### config.mk
export PLATFORM = sky130hd
export DESIGN_NAME = mmdec_top
export DESIGN_NICKNAME = d
export VERILOG_FILES = /design/src/mmdec_pkg.sv /design/src/mmdec_region.sv /design/src/mmdec_top.sv
export SDC_FILE = /design/constraint.sdc
export NUM_CORES = 1
export LEC_CHECK = 0
export BUFFER_PORTS_ARGS = -buffer_cell sky130_fd_sc_hd__buf_2
export CAP_MARGIN = 20
export CORE_ASPECT_RATIO = 1.4
export CORE_MARGIN = 3
export CORE_UTILIZATION = 58
export CTS_BUF_LIST = sky130_fd_sc_hd__clkbuf_4 sky130_fd_sc_hd__clkbuf_8
export CTS_CLUSTER_SIZE = 28
export DETAILED_ROUTE_END_ITERATION = 6
export PLACE_DENSITY = 0.88
export SETUP_SLACK_MARGIN = 0.02
export SLEW_MARGIN = 40
export SYNTH_ARGS = -nofsm -noshare
export SYNTH_HDL_FRONTEND = slang
export SYNTH_HIERARCHICAL = 1
export SYNTH_SLANG_ARGS = --single-unit
### constraint.sdc
create_clock -name clk_sys -period 0.99 [get_ports clk_sys]
set_input_delay 0.1485 -clock clk_sys [delete_from_list [all_inputs] [get_ports clk_sys]]
set_output_delay 0.1485 -clock clk_sys [all_outputs]
set_load 0.05 [all_outputs]
### src/mmdec_pkg.sv
// Constants and types for the memory map address decoder.
// Assumes a 16-bit byte address from the processor core.
package mmdec_pkg;

  // ==========================================================
  // Address space
  localparam int ADDR_W = 16;
  localparam int SPACE_BYTES = 65536;

  // ==========================================================
  // Fixed region bounds
  localparam logic [15:0] ZP_LO = 16'h0000;
  localparam logic [15:0] ZP_HI = 16'h003F;
  localparam logic [15:0] HP_LO = 16'hFE00;
  localparam logic [15:0] HP_HI = 16'hFE0C;
  localparam logic [15:0] HP_RSVD = 16'hFE07;
  localparam logic [15:0] UNA_LO = 16'hFE0D;
  localparam logic [15:0] UNA_HI = 16'hFE0F;
  localparam logic [15:0] UNB_LO = 16'hFE10;
  localparam logic [15:0] UNB_HI = 16'hFE1F;
  localparam logic [15:0] MON_LO = 16'hFE20;
  localparam logic [15:0] MON_HI = 16'hFF7D;
  localparam logic [15:0] FBP_ADDR = 16'hFF7E;
  localparam logic [15:0] UNC_LO = 16'hFF7F;
  localparam logic [15:0] UNC_HI = 16'hFFD3;
  localparam logic [15:0] VEC_LO = 16'hFFD4;
  localparam logic [15:0] VEC_HI = 16'hFFFF;
  localparam logic [15:0] SEC_LO = 16'hFFF6;
  localparam logic [15:0] SEC_HI = 16'hFFFD;

  // ==========================================================
  // Sized regions with parameterised bases
  localparam logic [15:0] RAM_SIZE = 16'h0400;
  localparam logic [15:0] FLASH_SIZE = 16'h1E00;
  localparam logic [15:0] PROG_SIZE = 16'h0196;
  localparam logic [15:0] RAM_BASE_DEF = 16'h0040;
  localparam logic [15:0] FLASH_BASE_DEF = 16'hE000;
  // Routine ROM default sits in a free area so flash cannot shadow it
  localparam logic [15:0] PROG_BASE_DEF = 16'h0800;

  // ==========================================================
  // Region codes
  typedef enum logic [3:0] {
    MMDEC_UNIMPL = 4'h0,
    MMDEC_ZPAGE = 4'h1,
    MMDEC_HPAGE = 4'h2,
    MMDEC_RSVD = 4'h3,
    MMDEC_MONROM = 4'h4,
    MMDEC_FBPROT = 4'h5,
    MMDEC_VECTOR = 4'h6,
    MMDEC_RAM = 4'h7,
    MMDEC_FLASH = 4'h8,
    MMDEC_PROGROM = 4'h9
  } mmdec_region_e;

  typedef struct packed {
    logic [15:0] addr;
    logic valid;
  } mmdec_req_s;

  typedef struct packed {
    mmdec_region_e region;
    logic [15:0] offset;
    logic [3:0] hpIndex;
    logic secByte;
    logic illegal;
  } mmdec_res_s;

endpackage : mmdec_pkg

### src/mmdec_region.sv
// Combinational region classifier for one address.
// Assumes bases do not overlap the fixed regions or each other.
`timescale 1ns/10ps
module mmdec_region
  import mmdec_pkg::*;
#(
  parameter logic [15:0] RAM_BASE = RAM_BASE_DEF,
  parameter logic [15:0] FLASH_BASE = FLASH_BASE_DEF,
  parameter logic [15:0] PROG_BASE = PROG_BASE_DEF
) (
  input wire logic [15:0] addr,
  output mmdec_res_s res
);

  function automatic logic inRange(input logic [15:0] a,
      input logic [15:0] lo, input logic [15:0] hi);
    inRange = (a >= lo) && (a <= hi);
  endfunction : inRange

  function automatic logic inSized(input logic [15:0] a,
      input logic [15:0] base, input logic [15:0] size);
    logic [16:0] top;
    top = {1'b0, base} + {1'b0, size};
    inSized = ({1'b0, a} >= {1'b0, base}) && ({1'b0, a} < top);
  endfunction : inSized

  wire logic hitZp = inRange(addr, ZP_LO, ZP_HI);
  wire logic hitHp = inRange(addr, HP_LO, HP_HI);
  wire logic hitRsvd = hitHp && (addr == HP_RSVD);
  wire logic hitMon = inRange(addr, MON_LO, MON_HI);
  wire logic hitFbp = (addr == FBP_ADDR);
  wire logic hitVec = inRange(addr, VEC_LO, VEC_HI);
  wire logic hitSec = inRange(addr, SEC_LO, SEC_HI);
  wire logic hitRam = inSized(addr, RAM_BASE, RAM_SIZE);
  wire logic hitFlash = inSized(addr, FLASH_BASE, FLASH_SIZE);
  wire logic hitProg = inSized(addr, PROG_BASE, PROG_SIZE);

  // Priority keeps exactly one region; fixed regions win over bases
  wire mmdec_region_e region =
      hitZp ? MMDEC_ZPAGE :
      hitRsvd ? MMDEC_RSVD :
      hitHp ? MMDEC_HPAGE :
      hitMon ? MMDEC_MONROM :
      hitFbp ? MMDEC_FBPROT :
      hitVec ? MMDEC_VECTOR :
      hitRam ? MMDEC_RAM :
      hitFlash ? MMDEC_FLASH :
      hitProg ? MMDEC_PROGROM :
      MMDEC_UNIMPL;

  wire logic [15:0] base =
      (region == MMDEC_RAM) ? RAM_BASE :
      (region == MMDEC_FLASH) ? FLASH_BASE :
      (region == MMDEC_PROGROM) ? PROG_BASE :
      (region == MMDEC_MONROM) ? MON_LO :
      (region == MMDEC_VECTOR) ? VEC_LO :
      (region == MMDEC_HPAGE || region == MMDEC_RSVD) ? HP_LO :
      16'h0000;

  wire logic [15:0] diff = addr - base;

  assign res.region = region;
  assign res.offset = diff;
  assign res.hpIndex = hitHp ? diff[3:0] : 4'h0;
  assign res.secByte = hitSec;
  assign res.illegal = (region == MMDEC_UNIMPL);

endmodule : mmdec_region

### src/mmdec_top.sv
// Registered memory map address decoder for the system bus.
// Assumes the core presents a same-clock address with a valid strobe.
`timescale 1ns/10ps

// Overview of operation
// - Every 16-bit address falls into exactly one region.
// - Hex 0000 to 003F selects the zero-page peripheral registers.
// - A valid access to an unimplemented address pulses an illegal reset request.
// - Hex FE00 to FE0C select high-page registers; FE07 is reserved.
// - Hex FE0D to FE0F are unimplemented.
// - Hex FE10 to FE1F are unimplemented, kept for older monitor code.
// - Hex FE20 to FF7D select the 350-byte monitor ROM.
// - Hex FF7E selects the flash block-protection register.
// - Hex FF7F to FFD3 are unimplemented.
// - Hex FFD4 to FFFF select the 44-byte user vector area.
// - Hex FFF6 to FFFD are flagged as security bytes.
// - A 1024-byte RAM region is decoded.
// - A 7680-byte user flash region is decoded.
// - A 406-byte programming-routine ROM region is decoded.
module mmdec_top
  import mmdec_pkg::*;
#(
  parameter logic [15:0] RAM_BASE = RAM_BASE_DEF,
  parameter logic [15:0] FLASH_BASE = FLASH_BASE_DEF,
  parameter logic [15:0] PROG_BASE = PROG_BASE_DEF
) (
  input wire logic clk_sys,
  input wire logic reset_n,
  input wire mmdec_req_s busReq,
  output mmdec_res_s decode,
  output logic selValid,
  output logic ramSel,
  output logic flashSel,
  output logic progRomSel,
  output logic monRomSel,
  output logic zeroPageSel,
  output logic [12:0] highPageSel,
  output logic flash_block_protect_reg_sel,
  output logic vectorSel,
  output logic securitySel,
  output logic reservedHit,
  output logic illegalAddrReset
);

  // ==========================================================
  // Classification
  mmdec_res_s res;

  mmdec_region #(
    .RAM_BASE(RAM_BASE),
    .FLASH_BASE(FLASH_BASE),
    .PROG_BASE(PROG_BASE)
  ) u_region (
    .addr(busReq.addr),
    .res(res)
  );

  wire logic v = busReq.valid;
  wire logic next_ram = v && (res.region == MMDEC_RAM);
  wire logic next_flash = v && (res.region == MMDEC_FLASH);
  wire logic next_prog = v && (res.region == MMDEC_PROGROM);
  wire logic next_mon = v && (res.region == MMDEC_MONROM);
  wire logic next_zp = v && (res.region == MMDEC_ZPAGE);
  wire logic next_fbp = v && (res.region == MMDEC_FBPROT);
  wire logic next_vec = v && (res.region == MMDEC_VECTOR);
  wire logic next_sec = v && res.secByte;
  // Reserved accesses are only reported; software keeps clear of them
  wire logic next_rsvd = v && (res.region == MMDEC_RSVD);
  wire logic next_illegal = v && res.illegal;

  // ==========================================================
  // One-hot high-page register selects
  logic [12:0] next_hp;
  genvar i;
  generate
    for (i = 0; i < 13; i++) begin : g_hp
      assign next_hp[i] = v && (res.region == MMDEC_HPAGE) &&
          (res.hpIndex == 4'(i));
    end
  endgenerate

  // ==========================================================
  // Output registers
  always_ff @(posedge clk_sys or negedge reset_n) begin
    if (!reset_n) begin
      decode <= '0;
      selValid <= 1'b0;
      ramSel <= 1'b0;
      flashSel <= 1'b0;
      progRomSel <= 1'b0;
      monRomSel <= 1'b0;
      zeroPageSel <= 1'b0;
      highPageSel <= 13'h0000;
      flash_block_protect_reg_sel <= 1'b0;
      vectorSel <= 1'b0;
      securitySel <= 1'b0;
      reservedHit <= 1'b0;
      illegalAddrReset <= 1'b0;
    end else begin
      decode <= res;
      selValid <= v;
      ramSel <= next_ram;
      flashSel <= next_flash;
      progRomSel <= next_prog;
      monRomSel <= next_mon;
      zeroPageSel <= next_zp;
      highPageSel <= next_hp;
      flash_block_protect_reg_sel <= next_fbp;
      vectorSel <= next_vec;
      securitySel <= next_sec;
      reservedHit <= next_rsvd;
      illegalAddrReset <= next_illegal;
    end
  end

endmodule : mmdec_top

==> impl_metrics.tcl, run 1 <==
set metrics [dict create \
    muxShareOfSynthArea 0.00415 \
    yosys_warnings 6 \
    initial_core_util 0.605 \
    globalplace.congestion 0.848 \
    cts_resized 231 \
    syn-cell-area_um2 2410 \
    cts_root_buffer "clkbuf_8" \
    hold_buffers 1 \
    placed_area_um2 3330 \
    numPortBuffers 68 \
    postSynthCellCount 228 \
    synth_top_family_by_area "simple AND/OR/NAND/NOR gates" \
    yosys.area_share.adder 0.0674 \
    rows 27 \
    cts_made_buffers 5 \
    outcome "aborted with a tool error" \
    synth-edff-count 0 \
    ios 69 \
    yosysSeqAreaShare 0.518 \
    ys_ff_latch 50 \
    htreeDepth 2 \
    post_cts_buffers 29 \
    synth_xor_xnor_area_share 0.0435 \
    dp_hpwl_um 4730 \
    synth_area_per_cell_um2 10.6 \
    stop_error "[ERROR DPL-0038] Utilization greater than 100%, impossible to legalize" \
    synth.distinct_cells 47 \
    yosys.area_share.simple 0.240 \
    synth_compound_area_frac 0.0954 \
    cts_num_sinks 50 \
    cts_buffer_depth 2 \
    syn_nets 260 \
    yosys_most_used_dff "dfrtp_1" \
    die_w_um 60.5 \
    die-height_um 82.3 \
    synthArstFlopShare 1.00 \
    haltStage "clock tree synthesis (4_1_cts)" \
]
synthesized netlist by cell type (4+ instances only):
cell type,n,area share
xnor2_1,9,0.033
ha_1,13,0.067
nand2b_1,6,0.016
nor4_1,5,0.013
or4_1,4,0.012
a21oi_1,11,0.023
nand3_1,7,0.015
nor2_1,18,0.028
dfrtp_1,50,0.52
inv_1,12,0.019
nand2_1,15,0.023
nor2b_1,4,0.010
nor3_1,17,0.035
o21ai_0,5,0.010
per-stage QoR:
stage | setup slack (ns) | instances | TNS [ns] | hold WS, ns
global placement | -1.85 | 401 | -55.75 | 0.149
floorplan | -1.76 | 228 | -47.08 | -0.147
detailed placement | -1.96 | 401 | -57.96 | 0.156
cell families after synthesis:
logic type      Yosys count
compound gates           35
xor+xnor                 12
fa+ha+maj                13
buf+inv                  17
flops                    50
mux                       1
simple gates            100
==> inputs of run 2 (changes only) <==
Settings changed: CORE_ASPECT_RATIO 1.4 to default, CORE_UTILIZATION 58 to 40, CTS_BUF_LIST sky130_fd_sc_hd__clkbuf_4 sky130_fd_sc_hd__clkbuf_8 to default, CTS_CLUSTER_SIZE 28 to default, PLACE_DENSITY 0.88 to default, PLACE_DENSITY_LB_ADDON from default to 0.15, SETUP_SLACK_MARGIN 0.02 to default.
==> run 2 against run 1 <==
  * The flow now finishes, with violations (negative setup slack)
  * Synthesized cell count stayed put
  * Area after synthesis is the same
==> impl_metrics.tcl, run 2 <==
set metrics [dict create \
    maxCapViolations 0 \
    routed_wl_um 9300 \
    clk_pin_slew_ns 0.09 \
    yosys_most_used_dff "dfrtp_1" \
    nets 449 \
    yosysSeqAreaShare 0.518 \
    postLayoutSetupSlackWorst_ns -1.59 \
    top_regs "decode x26, highPageSel x13" \
    crit_required_ns 1.18 \
    max_freq_ghz 0.387 \
    synthMostInstantiatedCell "dfrtp_1" \
    path_max_fanout 5 \
    top_register "decode" \
    synth-edff-count 0 \
    first_global_vias 2670 \
    synth_area_per_cell_um2 10.6 \
    violations "negative setup slack" \
    synth_top_area_frac 0.518 \
    fin_util 0.884 \
    nFillCells 236 \
    drt-initial-drc-count 137 \
    relSlewSlack 0.740 \
    final_hold_viol_count 0 \
    ir_drop_v 0.000784 \
    cts_buffer_depth 2 \
    post-place-ws_ns -1.96 \
    setup-violations-final 58 \
    routedWlPerCell_um 19.0 \
    antenna_found_initial 0 \
    synth.distinct_cells 47 \
    diodes 0 \
    postRouteAntennaNets 0 \
    die_w_um 83.7 \
    drc 0 \
    netlist_top_cells_count "50 x dfrtp_1, 18 x nor2_1, 17 x nor3_1" \
    final_common_cell "buf_6" \
    postSynthCellCount 228 \
    yosys_warnings 6 \
    grt_max_degree 51 \
    outcome "complete, but fails checks" \
    cts_num_sinks 50 \
    die-height_um 83.7 \
    num_vias 2647 \
    cts_made_buffers 5 \
    core-area_um2 5680 \
    grt_usage 0.223 \
    syn_to_final_growth_pct 108 \
    startpoint_type "input pin" \
    worst_slew_pin_slew_ns 0.385 \
    min_period_ns 2.58 \
    drive_gt1_frac 0.691 \
    largest_reg_flops 26 \
    rsz0062_at_grt "yes" \
    grt_pass1_wl_um 12800 \
    slowest_delay_ns 0.55 \
    finalCritPeriodShare 2.61 \
    slowest_stage "or4_4" \
    htreeDepth 2 \
    cts_root_buffer "clkbuf_8" \
    crit_chain "buf_6, or4_4, or4_4, nand2b_4, nor3b_4, buf_4, ha_4, nor3_2, nand2_1, o211ai_1, o211ai_1, xor2_1" \
    numPortBuffers 68 \
    globalRouteOverflowTotal 0 \
    dp_hpwl_um 4560 \
    yosys.area.top_type "dfrtp_1" \
    ios 69 \
    globalplace.congestion 0.955 \
    cts_tree "yes" \
    syn-cell-area_um2 2410 \
    rows 27 \
    arrival_ns 2.77 \
    ys_ff_latch 50 \
    path_class "in2reg" \
    initial_core_util 0.425 \
    via_per_inst 5.40 \
    hold_class "in2reg" \
    final_cell_mix "102 x buf_6, 71 x buf_4, 50 x dfrtp_1, 13 x nor3_2" \
    first_pass_iters 5 \
    p_leak_nw 2.32 \
    syn_nets 260 \
    powerDensity_nw_per_um2 996 \
    synthArstFlopShare 1.00 \
    hold_depth 2 \
    synthTopCellsByArea "dfrtp_1 52%, ha_1 6.7%, nor3_1 3.5%" \
    dieArea_um2 7000 \
    slew_violations 0 \
    cp-end-kind "flip-flop" \
]
==> run 2: kinds of logic after synthesis <==
group	synth area share
buffers and inverters	0.0311
DFF	0.518
xor gates and xnor gates	0.0435
and+or+nand+nor	0.240
AOI/OAI and AO/OA	0.0954
muxes	0.00415
adders and majority gates	0.0674
==> run 2: worst max-delay path: cells and delay by family <==
kind	cells	cell delay, ns
adders and majority gates	1	0.16
and+or+nand+nor	6	1.58
xor gates and xnor gates	1	0.16
AOI/OAI and AO/OA	2	0.49
buffers and inverters	2	0.23
==> run 2: stage by stage <==
stage | std cells | area [um^2] | total power [mW] | setup TNS, ns | hold WS [ns]
2_1_floorplan | 228 | 2430 | 2.82 | -47.08 | -0.147
3_3_place_gp | 437 | 3400 | 3.26 | -56.79 | 0.154
3_5_place_dp | 437 | 3400 | 3.27 | -57.61 | 0.158
4_1_cts | 466 | 4500 | 4.78 | -45.85 | 0.0856
5_1_grt | 490 | 5010 | 5.18 | -52.93 | 0.0886
6_report | 490 | 5010 | 5.00 | -50.41 | 0.102
==> run 2: cell type report <==
type | instances | area [um^2] | area share
clock buffer | 5 | 68.8 | 0.0137
clock inverter | 3 | 21.3 | 0.00424
inverter | 12 | 47.5 | 0.00948
sequential | 50 | 1250 | 0.250
multi-input combinational | 161 | 1750 | 0.349
timing repair buffer | 187 | 1790 | 0.356
tap | 72 | 90.1 | 0.0180
==> run 2: repair_timing <==
item | CTS | global route
pin swaps | 50 | 32
buffers inserted | 26 | 33
cloned | 1 | 0
hold endpoints to repair | 50 | 0
gates resized for setup | 214 | 65
endpoints found under the setup margin | 97 | 97
hold buffers | 1 | 0
==> run 2: per-layer routing <==
layer  routed length (um)  up-vias  global-route usage
met3                  414       27              0.0365
li1                     -     1197                   -
met2                 5020      104               0.415
met5                    0        -                   0
met4                  257        0              0.0629
met1                 3600     1319               0.262
==> run 2: final timing paths <==
kind,from,endpoint,slack (ns)
max in group asynchronous,reset_n,decode[20]$_DFF_PN0_,0.41
worst min-delay path,busReq[1],decode[6]$_DFF_PN0_,0.10
min in group asynchronous,reset_n,highPageSel[10]$_DFF_PN0_,0.36
worst max-delay path,busReq[7],decode[21]$_DFF_PN0_,-1.59
==> run 2: report_power, final <==
| part | switching [mW] | total (mW) | internal [mW] |
|---|---|---|---|
| sequential | 0.0446 | 2.17 | 2.13 |
| combinational | 0.888 | 1.62 | 0.727 |
| clock | 0.707 | 1.21 | 0.498 |
| total | 1.64 | 5.00 | 3.35 |
Power figures use the tool's default switching activity.
==> inputs of run 3 (changes only) <==
Clock period 0.99 ns to 2.2 ns, I/O delays scaled along.
==> run 3 against run 2 <==
  * The flow still finishes with violations (negative setup slack)
  * Core utilization shrank 17 points
  * Final cell count shrank 5.3%
  * Critical endpoint is now decode[20]$_DFF_PN0_
  * Combinational power decreased by 66%
  * Critical path type unchanged
  * Global-route usage shrank 3.1 points
  * Largest cell class is now multi-input combinational cells
  * Worst hold slack gained 0.13 ns
==> impl_metrics.tcl, run 3 (synthesis gave the netlist of run 2 again) <==
set metrics [dict create \
    max_freq_ghz 0.364 \
    num_vias 2334 \
    grt_pass1_wl_um 11000 \
    numPortBuffers 68 \
    cts_tree "yes" \
    drc 0 \
    core-area_um2 5680 \
    globalRouteOverflowTotal 0 \
    worst_slew_pin_slew_ns 0.555 \
    maxCapViolations 0 \
    rsz0062_at_grt "yes" \
    powerDensity_nw_per_um2 509 \
    postRouteAntennaNets 0 \
    routed_wl_um 6850 \
    drive_gt1_frac 0.589 \
    rows 27 \
    p_sw_mw 0.657 \
    switching_share 0.321 \
    whs_ns 0.231 \
    htreeDepth 2 \
    nFillCells 426 \
    hold_depth 1 \
    ir_drop_v 0.000304 \
    p_leak_nw 2.01 \
    p_total_mw 2.05 \
    final_common_cell "buf_4" \
    largest_reg_flops 26 \
    cts_num_sinks 50 \
    die-height_um 83.7 \
    first_pass_iters 4 \
    initial_core_util 0.425 \
    cp-end-kind "flip-flop" \
    cts_made_buffers 5 \
    intPower_mw 1.39 \
    startpoint_type "input pin" \
    setup-violations-final 30 \
    top_register "decode" \
    violations "negative setup slack" \
    finalCritPeriodShare 1.25 \
    top_regs "decode x26, highPageSel x13" \
    pwr-share-clk 0.258 \
    p_comb_frac 0.270 \
    grt_max_degree 21 \
    slew_violations 0 \
    antenna_found_initial 0 \
    postLayoutSetupSlackWorst_ns -0.549 \
    diodes 0 \
    syn_to_final_growth_pct 66.9 \
    die_w_um 83.7 \
    grt_usage 0.193 \
    hold_class "in2reg" \
    final_cell_mix "83 x buf_4, 66 x buf_2, 50 x dfrtp_1, 12 x nor2_1, 12 x inv_1" \
    min_period_ns 2.75 \
    ios 69 \
    path_max_fanout 5 \
    arrival_ns 2.98 \
    min_from "busReq[0]" \
    relSlewSlack 0.625 \
    crit_required_ns 2.43 \
    cts_root_buffer "clkbuf_8" \
    first_global_vias 2421 \
    nets 423 \
    cts_buffer_depth 2 \
    dieArea_um2 7000 \
    drt-initial-drc-count 65 \
    seq_power_share 0.472 \
    dp_hpwl_um 4590 \
    final_hold_viol_count 0 \
    path_class "in2reg" \
    outcome "complete, but fails checks" \
    clk_pin_slew_ns 0.09 \
    via_per_inst 5.03 \
    globalplace.congestion 0.918 \
    routedWlPerCell_um 14.8 \
    min_to "selValid$_DFF_PN0_" \
]
run 3: cell count changes in the layout (fill, tap and decap cells not counted), sizes merged:
cell	before	now
buf	186	160
run 3: stage by stage:
| stage | instance area [um^2] | setup TNS (ns) | setup WS (ns) | utilization | instances |
|---|---|---|---|---|---|
| floorplan | 2430 | -7.37 | -0.733 | - | 228 |
| global placement | 3360 | -12.59 | -0.866 | 0.592 | 434 |
| detailed placement | 3360 | -13.34 | -0.984 | 0.592 | 434 |
| CTS | 3790 | -4.13 | -0.470 | 0.668 | 458 |
| global route | 4030 | -10.46 | -0.627 | 0.710 | 464 |
| finish | 4030 | -7.15 | -0.549 | 0.710 | 464 |
run 3: worst max path at each step:
stage / startpoint / to / slack, ns / cells past startpoint
6_report: busReq[7] / decode[20]$_DFF_PN0_ / -0.55 / 12
2_1_floorplan: busReq[7] / decode[20]$_DFF_PN0_ / -0.73 / 11
5_1_grt: busReq[7] / decode[20]$_DFF_PN0_ / -0.63 / 12
4_1_cts: busReq[7] / decode[20]$_DFF_PN0_ / -0.47 / 12
3_3_place_gp: busReq[7] / decode[20]$_DFF_PN0_ / -0.87 / 12
3_5_place_dp: busReq[7] / decode[20]$_DFF_PN0_ / -0.98 / 12
run 3: area by class of cell:
type                       count  area [um^2]  share of cell area
sequential                    50         1250               0.311
inverter                      12         45.0              0.0112
multi-input combinational    161         1460               0.361
timing repair buffer         161         1100               0.272
clock buffer                   5         68.8              0.0171
clock inverter                 3         21.3             0.00528
tap                           72         90.1              0.0224
run 3: routing by layer:
layer | track usage | wire (um) | share of wire
met1 | 0.231 | 2850 | 0.42
met2 | 0.341 | 3590 | 0.52
met3 | 0.0385 | 301 | 0.044
met4 | 0.0673 | 105 | 0.015
met5 | 0 | 0 | 0
run 3: worst max-delay path: stages:
cell	delay, ns
buf_6	0.09
or4_4	0.54
or4_4	0.43
nand2b_4	0.15
nor3b_4	0.17
nor2b_1	0.13
ha_1	0.33
and3_1	0.17
a21oi_2	0.14
o21ai_2	0.09
o41ai_2	0.24
xnor2_1	0.15
run 3: repair_timing:
action	CTS	global route
buffers inserted	16	5
gates resized for setup	41	39
endpoints found under the setup margin	22	33
hold endpoints to repair	13	0
hold buffers	1	0
pin swaps	21	22
cloned	0	1
run 3: power groups by stage:
stage	clock (mW)	sequential [mW]	combinational [mW]
2_1_floorplan	0	1.13	0.135
3_3_place_gp	0	0.985	0.474
3_5_place_dp	0	0.985	0.478
4_1_cts	0.547	0.967	0.524
5_1_grt	0.582	0.971	0.595
6_report	0.529	0.967	0.553
==> inputs of run 4 (changes only) <==
--- a/config.mk
+++ b/config.mk
@@ -8,5 +8,5 @@
 export BUFFER_PORTS_ARGS = -buffer_cell sky130_fd_sc_hd__buf_2
 export CAP_MARGIN = 20
-export CORE_MARGIN = 3
+export CORE_MARGIN = 2
 export CORE_UTILIZATION = 40
 export DETAILED_ROUTE_END_ITERATION = 6
==> constraint.sdc (replaced) <==
create_clock -name clk_sys -period 2.2 [get_ports clk_sys]
set_input_delay 0.33 -clock clk_sys [delete_from_list [all_inputs] [get_ports clk_sys]]
set_output_delay 0.33 -clock clk_sys [all_outputs]
set_load 0.005 [all_outputs]
==> run 4 against run 3 <==
  * Die area shrank 4.7%
  * Largest cell class unchanged
  * Largest power group unchanged
  * The run still ends with negative setup slack left
  * Global-route usage rose by 0.96 points
  * Clock power down 4.2%
  * Critical endpoint is now decode[21]$_DFF_PN0_
==> impl_metrics.tcl, run 4 (synthesis gave the netlist of run 2 again) <==
set metrics [dict create \
    outcome "complete, but fails checks" \
    violations "negative setup slack" \
    top_layer_used "met4" \
    first_global_vias 2248 \
    nets 426 \
    final_cell_mix "83 x buf_4, 65 x buf_2, 50 x dfrtp_1, 15 x buf_6, 12 x nor3_2" \
    path_max_fanout 3 \
    cp.depth 13 \
    drt-initial-drc-count 64 \
    top_regs "decode x26, highPageSel x13" \
    first_pass_iters 4 \
    cp-end-kind "flip-flop" \
    htreeDepth 2 \
    dr_wl_met2_um 3700 \
    worstSetupEndpoint "decode[21]$_DFF_PN0_" \
    cp_num_buf_inv 2 \
    max_freq_ghz 0.355 \
    num_vias 2354 \
    initial_core_util 0.410 \
    relSlewSlack 0.593 \
    post-place-ws_ns -0.919 \
    grt_pass1_wl_um 10200 \
    via_per_inst 5.02 \
    final_common_cell "buf_4" \
    syn_to_final_growth_pct 71.9 \
    cts_root_buffer "clkbuf_8" \
    hold_class "in2async" \
    slowest_delay_ns 0.54 \
    die_w_um 81.7 \
    cts_made_buffers 5 \
    crit_chain "buf_6, or4_4, or4_4, nand2b_4, nor3b_4, buf_6, ha_4, o21ai_4, nand2b_1, a21o_1, o211ai_1, o211ai_1, xor2_1" \
    cts_tree "yes" \
    globalplace.congestion 0.904 \
    die-height_um 81.7 \
    wl_met1_um 2820 \
    grt_max_degree 51 \
    startpoint "busReq[7]" \
    cts_buffer_depth 2 \
    top_register "decode" \
    drc 0 \
    dpl.cell_count 442 \
    path_class "in2reg" \
    slowest_stage "or4_4" \
    arrival_ns 3.03 \
    min_period_ns 2.81 \
    worst_slew_pin_slew_ns 0.610 \
    routedWlPerCell_um 15.0 \
    rows 28 \
    crit_required_ns 2.42 \
    dp_hpwl_um 4350 \
    core-area_um2 5890 \
    fin_cells 469 \
    drive_gt1_frac 0.617 \
    final_hold_viol_count 0 \
    cts_num_sinks 50 \
    postLayoutSetupSlackWorst_ns -0.614 \
    startpoint_type "input pin" \
    rsz0062_at_grt "yes" \
    clk_pin_slew_ns 0.09 \
    antenna_found_initial 0 \
    grt_usage 0.202 \
    hold_buffers 0 \
    p_leak_nw 2.00 \
    largest_reg_flops 26 \
    met3_length_um 328 \
    globalRouteOverflowTotal 0 \
    crit_family "simple AND/OR/NAND/NOR gates" \
    maxCapViolations 0 \
    ir_drop_v 0.000266 \
    dieArea_um2 6670 \
    slew_violations 0 \
    numPortBuffers 68 \
    postRouteAntennaNets 0 \
    setup-violations-final 13 \
    powerDensity_nw_per_um2 460 \
    diodes 0 \
    routed_wl_um 7010 \
    ios 69 \
    finalCritPeriodShare 1.28 \
]
[run 4: cell types whose count changed in the layout (fill, tap and decap cells not counted), moves of 2 or more]
cell and delta:
nor2_2 +3, nor2_1 -4, o21ai_2 -2, ha_4 +5, nand2_2 -2, nor3_4 -4, buf_6 +5, nand2_4 +2
nor3_1 +3, ha_1 -5
[run 4: layout make-up]
| cell class | instances | area [um^2] |
|---|---|---|
| timing repair buffer | 164 | 1140 |
| clock buffer | 5 | 68.8 |
| sequential | 50 | 1250 |
| clock inverter | 2 | 15.0 |
| fill | 443 | 1740 |
| tap | 75 | 93.8 |
| multi-input combinational | 161 | 1540 |
| inverter | 12 | 45.0 |
[run 4: worst min path at each step]
stage / startpoint / depth (start not counted) / slack (ns) / to
2_1_floorplan: reset_n / 0 / 0.03 / decode[0]$_DFF_PN0_
3_3_place_gp: reset_n / 2 / 0.46 / decode[4]$_DFF_PN0_
3_5_place_dp: reset_n / 2 / 0.47 / highPageSel[11]$_DFF_PN0_
4_1_cts: reset_n / 2 / 0.15 / highPageSel[11]$_DFF_PN0_
5_1_grt: reset_n / 2 / 0.19 / decode[4]$_DFF_PN0_
6_report: reset_n / 2 / 0.12 / highPageSel[11]$_DFF_PN0_
[run 4: layer usage]
layer | global-route usage | up-vias
met3 | 0.0330 | 15
met5 | 0 | -
met2 | 0.363 | 76
met1 | 0.243 | 1122
met4 | 0.0733 | 0
li1 | - | 1141
[run 4: repair_timing]
action,CTS,global route
gates resized for setup,53,45
pin swaps,26,22
endpoints found under the setup margin,21,32
buffers inserted,18,15
cloned,1,0
[run 4: power breakdown]
group	internal [mW]	switching, mW
registers	0.957	0.0105
logic	0.226	0.209
clock network	0.217	0.290
[run 4: per-stage QoR]
stage	power, mW	utilization	setup TNS (ns)	instance area (um^2)	hold WS (ns)
floorplan	1.13	-	-7.37	2430	0.0344
global placement	1.32	0.578	-11.20	3400	0.464
detailed placement	1.32	0.578	-11.81	3400	0.470
CTS	1.88	0.653	-1.80	3840	0.145
global route	2.01	0.705	-3.97	4150	0.194
finish	1.91	0.705	-3.06	4150	0.118
